### src/logic/frube_params.svh
// Constants for the file-register unary and branch execution block.
// Assumes an 8-bit datapath, 32 file registers and an 11-bit program counter.
`ifndef FRUBE_PARAMS_SVH
`define FRUBE_PARAMS_SVH

// =============================================================
// Data values
`define FRUBE_BYTE_ZERO 8'h00
`define FRUBE_BYTE_ONE 8'h01
`define FRUBE_BYTE_ALL 8'hFF

// =============================================================
// Destination select encoding
`define FRUBE_DEST_W 1'b0
`define FRUBE_DEST_FILE 1'b1

// =============================================================
// Widths and field positions
`define FRUBE_DATA_W 8
`define FRUBE_FILE_ADDR_W 5
`define FRUBE_TARGET_W 9
`define FRUBE_PC_W 11
`define FRUBE_PAGE_MSB 6
`define FRUBE_PAGE_LSB 5

// =============================================================
// Reset values
`define FRUBE_ADDR_RESET 5'h00
`define FRUBE_PC_RESET 11'h000

`endif

### src/logic/frube_pkg.sv
// Types shared by the execution block and its arithmetic unit.
// Assumes the decoder outside hands over one operation code per instruction.
package frube_pkg;

	// =============================================================
	// Operation codes
	typedef enum logic [2:0] {
		op_no_operation,
		op_clear_file_register,
		op_complement_file_register,
		op_decrement_file_register,
		op_decrement_skip_if_zero,
		op_unconditional_branch,
		op_increment_file_register,
		op_increment_skip_if_zero
	} frube_op_t;

	// =============================================================
	// Sequencer states
	typedef enum logic {
		st_execute,
		st_discard
	} frube_state_t;

endpackage

### src/logic/frube_alu_if.sv
// Carrier between the sequencer and the unary arithmetic unit.
// Assumes both ends sit in the same clock domain; the unit is combinational.
`timescale 1ns/10ps
`include "frube_params.svh"

interface frube_alu_if;
	frube_pkg::frube_op_t op;
	logic [`FRUBE_DATA_W-1:0] operand;
	logic [`FRUBE_DATA_W-1:0] result;
	logic zero;

	modport requester (output op, output operand, input result, input zero);
	modport unit (input op, input operand, output result, output zero);
endinterface

### src/logic/frube_alu.sv
// Unary arithmetic unit: clear, complement, decrement and increment of a byte.
// Assumes the operand is the addressed file register's current contents.
`timescale 1ns/10ps
`include "frube_params.svh"

module frube_alu (
	frube_alu_if.unit alu
);

	// =============================================================
	// Result selection
	always_comb
	begin
		case (alu.op)
			frube_pkg::op_clear_file_register:
				alu.result = `FRUBE_BYTE_ZERO;
			frube_pkg::op_complement_file_register:
				alu.result = ~alu.operand;
			frube_pkg::op_decrement_file_register,
			frube_pkg::op_decrement_skip_if_zero:
				alu.result = 8'(alu.operand - `FRUBE_BYTE_ONE);
			frube_pkg::op_increment_file_register,
			frube_pkg::op_increment_skip_if_zero:
				alu.result = 8'(alu.operand + `FRUBE_BYTE_ONE);
			default:
				alu.result = alu.operand;
		endcase
		alu.zero = (alu.result == `FRUBE_BYTE_ZERO);
	end

endmodule // frube_alu

### src/logic/frube_exec.sv
// Execution block for single-operand file-register instructions and the branch.
// Assumes a decoder presents one instruction at a time and a register file
// outside supplies the addressed register and applies the write strobes.
//
// Operation
// - Clear writes zero to file, sets zero
// - Complement inverts file contents, updates zero flag
// - Destination bit 0 to W, 1 to file
// - Decrement subtracts one, updates zero flag
// - Decrement-skip subtracts one, flags untouched
// - Zero skip result discards prefetch, two cycles
// - Branch loads immediate plus status page bits
// - Branch takes two cycles, flags untouched
// - Increment adds one, updates zero flag
// - Increment-skip adds one, discards on zero
`timescale 1ns/10ps
`include "frube_params.svh"

module frube_exec #(
	parameter int DATA_W = `FRUBE_DATA_W
) (
	input wire logic sys_clk,
	input wire logic rst,
	input wire logic op_valid,
	input wire frube_pkg::frube_op_t op_code,
	input wire logic [`FRUBE_FILE_ADDR_W-1:0] file_addr,
	input wire logic dest_sel,
	input wire logic [`FRUBE_TARGET_W-1:0] branch_target,
	input wire logic [DATA_W-1:0] file_data,
	input wire logic [DATA_W-1:0] status_in,
	output logic op_ready,
	output logic w_wr_en,
	output logic [DATA_W-1:0] w_wr_data,
	output logic file_wr_en,
	output logic [`FRUBE_FILE_ADDR_W-1:0] file_wr_addr,
	output logic [DATA_W-1:0] file_wr_data,
	output logic zero_wr_en,
	output logic zero_flag,
	output logic pc_load,
	output logic [`FRUBE_PC_W-1:0] pc_value,
	output logic prefetch_discard
);

	// =============================================================
	// Decode helpers
	function automatic logic is_skip(input frube_pkg::frube_op_t op);
		is_skip = (op == frube_pkg::op_decrement_skip_if_zero)
			|| (op == frube_pkg::op_increment_skip_if_zero);
	endfunction

	function automatic logic has_dest(input frube_pkg::frube_op_t op);
		has_dest = (op == frube_pkg::op_complement_file_register)
			|| (op == frube_pkg::op_decrement_file_register)
			|| (op == frube_pkg::op_increment_file_register)
			|| is_skip(op);
	endfunction

	// =============================================================
	// Arithmetic unit
	frube_alu_if alu_bus ();

	assign alu_bus.op = op_code;
	assign alu_bus.operand = file_data;

	frube_alu u_alu (
		.alu(alu_bus)
	);

	// =============================================================
	// Sequencer and result registers
	frube_pkg::frube_state_t state;
	frube_pkg::frube_state_t next_state;
	logic accept;
	logic next_w_wr_en;
	logic [DATA_W-1:0] next_w_wr_data;
	logic next_file_wr_en;
	logic [`FRUBE_FILE_ADDR_W-1:0] next_file_wr_addr;
	logic [DATA_W-1:0] next_file_wr_data;
	logic next_zero_wr_en;
	logic next_zero_flag;
	logic next_pc_load;
	logic [`FRUBE_PC_W-1:0] next_pc_value;
	logic next_prefetch_discard;

	// The slot after a taken skip or a branch holds the discarded fetch.
	assign op_ready = (state == frube_pkg::st_execute);
	assign accept = op_valid && op_ready;

	always_comb
	begin
		next_state = frube_pkg::st_execute;
		next_w_wr_en = 1'b0;
		next_w_wr_data = w_wr_data;
		next_file_wr_en = 1'b0;
		next_file_wr_addr = file_wr_addr;
		next_file_wr_data = file_wr_data;
		next_zero_wr_en = 1'b0;
		next_zero_flag = zero_flag;
		next_pc_load = 1'b0;
		next_pc_value = pc_value;
		next_prefetch_discard = 1'b0;
		if (accept)
		begin
			case (op_code)
				frube_pkg::op_clear_file_register:
				begin
					next_file_wr_en = 1'b1;
					next_file_wr_addr = file_addr;
					next_file_wr_data = alu_bus.result;
					next_zero_wr_en = 1'b1;
					next_zero_flag = 1'b1;
				end
				frube_pkg::op_unconditional_branch:
				begin
					next_pc_load = 1'b1;
					next_pc_value = {status_in[`FRUBE_PAGE_MSB:`FRUBE_PAGE_LSB],
						branch_target};
					next_prefetch_discard = 1'b1;
					next_state = frube_pkg::st_discard;
				end
				default:
				begin
					if (has_dest(op_code))
					begin
						if (dest_sel == `FRUBE_DEST_W)
						begin
							next_w_wr_en = 1'b1;
							next_w_wr_data = alu_bus.result;
						end
						else
						begin
							next_file_wr_en = 1'b1;
							next_file_wr_addr = file_addr;
							next_file_wr_data = alu_bus.result;
						end
						if (is_skip(op_code))
						begin
							// Skip forms leave the zero flag alone.
							if (alu_bus.zero)
							begin
								next_prefetch_discard = 1'b1;
								next_state = frube_pkg::st_discard;
							end
						end
						else
						begin
							next_zero_wr_en = 1'b1;
							next_zero_flag = alu_bus.zero;
						end
					end
				end
			endcase
		end
	end

	always_ff @(posedge sys_clk)
	begin
		if (rst)
		begin
			state <= frube_pkg::st_execute;
			w_wr_en <= 1'b0;
			w_wr_data <= `FRUBE_BYTE_ZERO;
			file_wr_en <= 1'b0;
			file_wr_addr <= `FRUBE_ADDR_RESET;
			file_wr_data <= `FRUBE_BYTE_ZERO;
			zero_wr_en <= 1'b0;
			zero_flag <= 1'b0;
			pc_load <= 1'b0;
			pc_value <= `FRUBE_PC_RESET;
			prefetch_discard <= 1'b0;
		end
		else
		begin
			state <= next_state;
			w_wr_en <= next_w_wr_en;
			w_wr_data <= next_w_wr_data;
			file_wr_en <= next_file_wr_en;
			file_wr_addr <= next_file_wr_addr;
			file_wr_data <= next_file_wr_data;
			zero_wr_en <= next_zero_wr_en;
			zero_flag <= next_zero_flag;
			pc_load <= next_pc_load;
			pc_value <= next_pc_value;
			prefetch_discard <= next_prefetch_discard;
		end
	end
endmodule // frube_exec

### config.mk
export PLATFORM = sky130hd
export DESIGN_NAME = frube_exec
export DESIGN_NICKNAME = d
export VERILOG_FILES = /design/src/logic/frube_pkg.sv /design/src/logic/frube_alu_if.sv /design/src/logic/frube_alu.sv /design/src/logic/frube_exec.sv
export VERILOG_INCLUDE_DIRS = /design/src /design/src/logic
export SDC_FILE = /design/constraint.sdc
export NUM_CORES = 1
export LEC_CHECK = 0
export BUFFER_PORTS_ARGS = -buffer_cell sky130_fd_sc_hd__buf_2
export CAP_MARGIN = 0
export CORE_UTILIZATION = 35
export CTS_CLUSTER_SIZE = 28
export DETAILED_ROUTE_END_ITERATION = 12
export PLACE_DENSITY = 0.69
export SYNTH_ARGS = -nofsm -noshare
export SYNTH_HDL_FRONTEND = slang
export SYNTH_SLANG_ARGS = --single-unit
export TNS_END_PERCENT = 50
### constraint.sdc
create_clock -name sys_clk -period 4.1 [get_ports sys_clk]
set_clock_uncertainty 0.15 [all_clocks]
set_input_delay 0.41 -clock sys_clk [delete_from_list [all_inputs] [get_ports sys_clk]]
set_output_delay 0.41 -clock sys_clk [all_outputs]
set_load 0.05 [all_outputs]
==> results.sh, run 1 <==
export IMPL_outcome="finished with violations"
export IMPL_violations="DRC"
export IMPL_yosys_top_cells_count="56 x nand2_1, 47 x nor2_1, 39 x a21oi_1"
export IMPL_io_buffer_count=69
export IMPL_holdPathStages=3
export IMPL_start_util_pct=36.0
export IMPL_ctsHoldBuffers=0
export IMPL_root_buffer="clkbuf_8"
export IMPL_clock_path_buffers=2
export IMPL_yosysMostFrequentCell="nand2_1"
export IMPL_vias=2658
export IMPL_fill_cells=731
export IMPL_syn_nets=386
export IMPL_start_kind="input port"
export IMPL_dpl_cell_count=486
export IMPL_async_reset_ff_share_pct=0
export IMPL_grt_max_degree=39
export IMPL_cp_max_fo=18
export IMPL_drtPass1Iterations=9
export IMPL_leakagePower_nw=1.19
export IMPL_ys_top_cells_by_area="dfxtp_1 31%, nand2_1 8.6%, a21oi_1 8.0%, nor2_1 7.2%, o21ai_0 3.9%"
export IMPL_syn_area_per_cell_um2=7.08
export IMPL_io_pins=76
export IMPL_critPathKind="in -> reg"
export IMPL_ys_seq_area_share_pct=31.1
export IMPL_ir_drop_mv=0.199
export IMPL_gp_congestion=0.891
export IMPL_antenna_found_initial=0
export IMPL_wl_per_cell_um=13.4
export IMPL_rsz0062_at_grt="false"
export IMPL_crit_arrival_ps=2920
export IMPL_synth_edf_count=0
export IMPL_yosysUniqueCellTypes=53
export IMPL_cts_tree="built"
export IMPL_syn_area_um2=2450
export IMPL_layout_min_cycle_time_ps=2870
export IMPL_tns_ps=0
export IMPL_clkSinkCount=38
export IMPL_timing_max_cap_violations=0
export IMPL_fp_dieH_um=85.6
export IMPL_cts_htree_levels=2
export IMPL_hold_ws_ps=208
export IMPL_p_total_mw=0.945
export IMPL_dp_hpwl_um=4900
export IMPL_setup_viol=0
export IMPL_register_area_um2=761
export IMPL_final_nets=437
export IMPL_antenna_cells=0
export IMPL_drcViolationCount=2
export IMPL_final_hold_viol_count=0
export IMPL_crit_path_end_kind="flip-flop"
export IMPL_multi_input_area_um2=1530
export IMPL_place_ws_ps=968
export IMPL_worst_pin_slew_ps=813
export IMPL_fin_ws_ps=1230
export IMPL_overflow=0
export IMPL_grt_first_pass_wirelength_um=10900
export IMPL_antenna_left=0
export IMPL_cts_setup_buffers=0
export IMPL_grt_total_usage_pct=18.1
export IMPL_clock_latency_ps=280
export IMPL_yosysWarnings=0
export IMPL_clkSlewWorstSetupHoldPaths_ps=80
export IMPL_reg2reg_depth=5
export IMPL_synth_largest_area_cell="dfxtp_1"
export IMPL_drt_initial_drc_count=168
export IMPL_fin_cells=494
export IMPL_slew_viol_final=0
export IMPL_ys_ff_latch=38
export IMPL_area_growth_pct=18.5
export IMPL_synthCells=346
export IMPL_fin_util_pct=42.7
export IMPL_cts_buffers=5
export IMPL_finalCritPeriodShare_pct=69.9
export IMPL_hold_path_class="in -> reg"
export IMPL_cp_required_ps=4160
export IMPL_grt_pass1_vias=2313
export IMPL_synth_ff_type="dfxtp_1"
export IMPL_vias_per_cell=5.38
export IMPL_die_area_um2=7330
export IMPL_place_area_um2=2810
export IMPL_max_slew_margin_rel_pct=45.4
export IMPL_synth_top_area_share_pct=31.1
export IMPL_fmax_mhz=349
export IMPL_final_cell_area_um2=2900
export IMPL_cts_resized=0
export IMPL_power_per_cell_area_nw_per_um2=326
export IMPL_drive_gt1_share_pct=23.4
export IMPL_die_w_um=85.6
export IMPL_routed_wl_um=6600
export IMPL_core_area_um2=6790
export IMPL_row_count=30
-- cells by family (layout without fill, tap and decap cells) --
kind of cell	count (synthesis)	in the layout	share of synthesized area, %
compound gates	104	104	27.0
xor+xnor	10	10	3.58
fa+ha+maj	3	3	1.53
buf+inv	35	87	6.39
flops	38	38	31.1
mux	7	7	2.86
simple gates	149	149	27.6
-- worst paths after layout --
| path | start | to | slack (ps) |
|---|---|---|---|
| setup / recovery | file_data[1] | state$_SDFF_PP0_ | 1230 |
| hold / removal | branch_target[0] | pc_value[0]$_SDFFE_PP0P_ | 210 |
| setup reg to reg | state$_SDFF_PP0_ | w_wr_data[0]$_SDFFE_PP0P_ | 2330 |
| hold reg to reg | pc_value[8]$_SDFFE_PP0P_ | pc_value[8]$_SDFFE_PP0P_ | 300 |
-- layout make-up --
type                            instances  area share, %
Sequential cell                        38           26.2
Clock inverter                          2          0.431
Multi-Input combinational cell        273           52.8
Tap cell                               96           4.14
Timing Repair Buffer                   72           12.7
Inverter                                7          0.906
Clock buffer                            6           2.85
-- registers in the layout (all words and copies together) (netlist names) --
name	flops
pc_value	11
file_wr_data	8
w_wr_data	8
file_wr_addr	5
file_wr_en	1
pc_load	1
state	1
w_wr_en	1
zero_flag	1
zero_wr_en	1
-- critical path, cell delays in order --
cell and delay, ps:
buf_2 300, xnor2_1 160, ha_1 420, nor4_4 90, o2bb2ai_1 140, a2111oi_0 400
a21oi_1 130, nor3_1 200, nand4_1 150, a211o_1 300, a211oi_2 220
-- layer usage --
metal | global-route usage, % | vias to the layer above | part of all wire, %
met5 | 0 | - | 0
met4 | 3.64 | 0 | 0.91
met3 | 3.56 | 8 | 6.7
met2 | 29.0 | 108 | 47
met1 | 25.2 | 1219 | 46
li1 | - | 1323 | -
-- placed cells by master (no fill, tap or decap), types with 3 or more instances in the layout --
cell	instances
a211oi_1	7
a21oi_1	39
a31oi_1	5
buf_2	69
buf_4	3
clkbuf_8	6
dfxtp_1	38
ha_1	3
inv_1	5
mux2i_1	7
nand2_1	56
nand2b_1	4
nand3_1	11
nor2_1	47
nor2b_1	4
nor3_1	9
nor4_1	3
o211ai_1	3
o21ai_0	19
o21ai_1	3
o22ai_1	3
o31ai_1	3
or3_1	4
xnor2_1	8
-- report_power, final --
part           switching, mW  total [mW]  internal [mW]
clock                  0.130       0.265          0.135
combinational          0.198       0.287         0.0894
sequential           0.00742       0.393          0.385
total                  0.335       0.945          0.610
(Power assumes the default switching activity.)
==> run 2: changes to the inputs <==
- ABC_AREA: not set -> 1
- PLACE_DENSITY: 0.69 -> 0.73
- clock period: 4.1 -> 2.45 ns (I/O delays scaled with it)
==> results.sh, run 2 <==
export IMPL_yosys_top_cells_count="55 x nand2_1, 47 x inv_1, 47 x nor2_1"
export IMPL_power_frac_clock_pct=28.2
export IMPL_cts_setup_buffers=0
export IMPL_dp_hpwl_um=3980
export IMPL_final_nets=427
export IMPL_final_common_cell="buf_2"
export IMPL_start_kind="input port"
export IMPL_row_count=28
export IMPL_vias=2115
export IMPL_slew_viol_final=0
export IMPL_fill_cells=628
export IMPL_clock_path_buffers=2
export IMPL_finalCritPeriodShare_pct=78.7
export IMPL_io_pins=76
export IMPL_yosysMostFrequentCell="nand2_1"
export IMPL_wl_per_cell_um=10.9
export IMPL_synth_largest_area_cell="dfxtp_1"
export IMPL_max_slew_margin_rel_pct=55.3
export IMPL_syn_nets=358
export IMPL_cts_htree_levels=2
export IMPL_tns_ps=0
export IMPL_r2r_start="state$_SDFF_PP0_"
export IMPL_grt_total_usage_pct=15.8
export IMPL_ctsHoldBuffers=0
export IMPL_reg2reg_slack_ps=860
export IMPL_gp_congestion=0.896
export IMPL_die_w_um=80.7
export IMPL_antenna_cells=0
export IMPL_rsz0062_at_grt="false"
export IMPL_ir_drop_mv=0.363
export IMPL_drcViolationCount=0
export IMPL_ys_top_cells_by_area="dfxtp_1 35%, nand2_1 9.5%, inv_1 8.1%, nor2_1 8.1%, o21ai_0 7.2%"
export IMPL_synth_top_area_share_pct=35.1
export IMPL_reg2reg_depth=7
export IMPL_grt_first_pass_wirelength_um=8130
export IMPL_cp_max_fo=10
export IMPL_outcome="complete, no violations"
export IMPL_holdPathEnd="pc_value[6]$_SDFFE_PP0P_"
export IMPL_yosysUniqueCellTypes=29
export IMPL_synth_ff_type="dfxtp_1"
export IMPL_drtPass1Iterations=4
export IMPL_fmax_mhz=518
export IMPL_p_comb_share_pct=28.5
export IMPL_cts_resized=0
export IMPL_synthCells=318
export IMPL_hp_start="branch_target[6]"
export IMPL_syn_area_per_cell_um2=6.82
export IMPL_worstReg2RegEnd="pc_value[1]$_SDFFE_PP0P_"
export IMPL_power_internal_mw=1.01
export IMPL_crit_arrival_ps=1990
export IMPL_overflow=0
export IMPL_holdPathStages=3
export IMPL_cts_buffers=5
export IMPL_vias_per_cell=4.57
export IMPL_syn_area_um2=2170
export IMPL_clkSlewWorstSetupHoldPaths_ps=80
export IMPL_antenna_found_initial=0
export IMPL_drt_initial_drc_count=100
export IMPL_ys_ff_latch=38
export IMPL_final_cell_mix="69 x buf_2, 55 x nand2_1, 47 x inv_1, 47 x nor2_1, 38 x dfxtp_1"
export IMPL_area_growth_pct=22.6
export IMPL_power_per_cell_area_nw_per_um2=578
export IMPL_root_buffer="clkbuf_8"
export IMPL_swShare_pct=34.6
export IMPL_ys_seq_area_share_pct=35.1
export IMPL_core_area_um2=5960
export IMPL_largest_register="pc_value"
export IMPL_cts_tree="built"
export IMPL_clock_latency_ps=280
export IMPL_start_util_pct=36.4
export IMPL_die_area_um2=6510
export IMPL_final_hold_viol_count=0
export IMPL_p_seq_share_pct=43.3
export IMPL_largest_reg_flops=11
export IMPL_setup_viol=0
export IMPL_clkSinkCount=38
export IMPL_synth_edf_count=0
export IMPL_fp_dieH_um=80.7
export IMPL_hold_path_class="in -> reg"
export IMPL_net_switching_power_mw=0.532
export IMPL_p_total_mw=1.54
export IMPL_grt_pass1_vias=1825
export IMPL_cp_required_ps=2520
export IMPL_reg_largest_list="pc_value (11), file_wr_data (8), w_wr_data (8)"
export IMPL_worst_pin_slew_ps=670
export IMPL_layout_min_cycle_time_ps=1930
export IMPL_routed_wl_um=5060
export IMPL_antenna_left=0
export IMPL_async_reset_ff_share_pct=0
export IMPL_yosysWarnings=0
export IMPL_critPathKind="in -> reg"
export IMPL_crit_path_end_kind="flip-flop"
export IMPL_timing_max_cap_violations=0
export IMPL_grt_max_degree=27
export IMPL_drive_gt1_share_pct=31.4
export IMPL_io_buffer_count=69
export IMPL_leakagePower_nw=1.46
-- run 2: cell types whose count changed after synthesis, moves of 6 or more --
cell      before  now
o21ai_0       19   31
nand2_2        0    9
clkbuf_1      15    6
mux2i_1        7    0
nand2_4        0    8
xnor2_1        8    0
a211oi_1       7    0
inv_1          5   47
nand3_2        0    9
nand3_1       11   22
a21oi_1       39   13
nor3_1         9    0
buf_2          8    2
-- run 2: power by group through the flow --
stage,Clock (mW),Combinational [mW],Sequential [mW]
3_5_place_dp,0,0.438,0.680
6_report,0.434,0.438,0.666
2_1_floorplan,0,0.217,0.796
4_1_cts,0.440,0.439,0.666
3_3_place_gp,0,0.431,0.679
5_1_grt,0.473,0.484,0.669
-- run 2: worst max-delay path, stage by stage --
cell and delay, ps:
buf_2 180, nand2_4 150, nand2_2 90, nand2_1 100
inv_1 50, ha_1 160, inv_1 50, nand2_1 100
inv_1 80, nand2_1 50, nand3_1 60, nand2_1 50
nand2_1 90, nand2_1 60, nor2_1 100, nand2_1 60
nor2_1 110, nand2_2 100, a21oi_2 120
-- run 2: metal layers --
layer	up-vias	share of wire, %	global-route usage (%)
met5	-	0	0
met2	49	45	25.3
met4	0	0.91	3.21
met3	6	5.0	4.32
met1	926	49	21.3
li1	1134	-	-
-- run 2: stage by stage --
step           setup slack [ps]  std cells  area, µm²  util [%]  hold WS [ps]
2_1_floorplan               390        318       2170         -           174
3_3_place_gp                284        455       2570      43.1           279
3_5_place_dp                223        455       2570      43.1           288
4_1_cts                     500        463       2660      44.6          56.7
5_1_grt                     338        463       2660      44.6          62.3
6_report                    521        463       2660      44.6          53.5
-- run 2: cell type report --
| class | count | area [µm²] | share of cell area [%] |
|---|---|---|---|
| Timing Repair Buffer | 73 | 375 | 14.1 |
| Clock buffer | 7 | 86.3 | 3.25 |
| Sequential cell | 38 | 761 | 28.6 |
| Multi-Input combinational cell | 218 | 1150 | 43.1 |
| Tap cell | 75 | 93.8 | 3.53 |
| Clock inverter | 1 | 5.00 | 0.188 |
| Inverter | 51 | 191 | 7.20 |
-- run 2: kinds of logic (layout without fill, tap and decap cells) --
logic type	after synthesis	in the layout	synth area share, %
xor gates and xnor gates	1	1	0.404
DFF	38	38	35.1
muxes	1	1	0.519
buffers and inverters	62	132	12.1
adders and majority gates	3	3	1.73
AOI/OAI and AO/OA	54	54	13.7
and+or+nand+nor	159	159	36.5
-- run 2: worst max-delay path by stage --
stage | start | endpoint | cells past startpoint
6_report | op_code[1] | zero_flag$_SDFFE_PP0P_ | 19
5_1_grt | op_code[1] | zero_flag$_SDFFE_PP0P_ | 18
4_1_cts | op_code[1] | zero_flag$_SDFFE_PP0P_ | 18
3_5_place_dp | op_code[1] | zero_flag$_SDFFE_PP0P_ | 18
3_3_place_gp | op_code[1] | zero_flag$_SDFFE_PP0P_ | 18
2_1_floorplan | state$_SDFF_PP0_ | file_wr_data[3]$_SDFFE_PP0P_ | 7
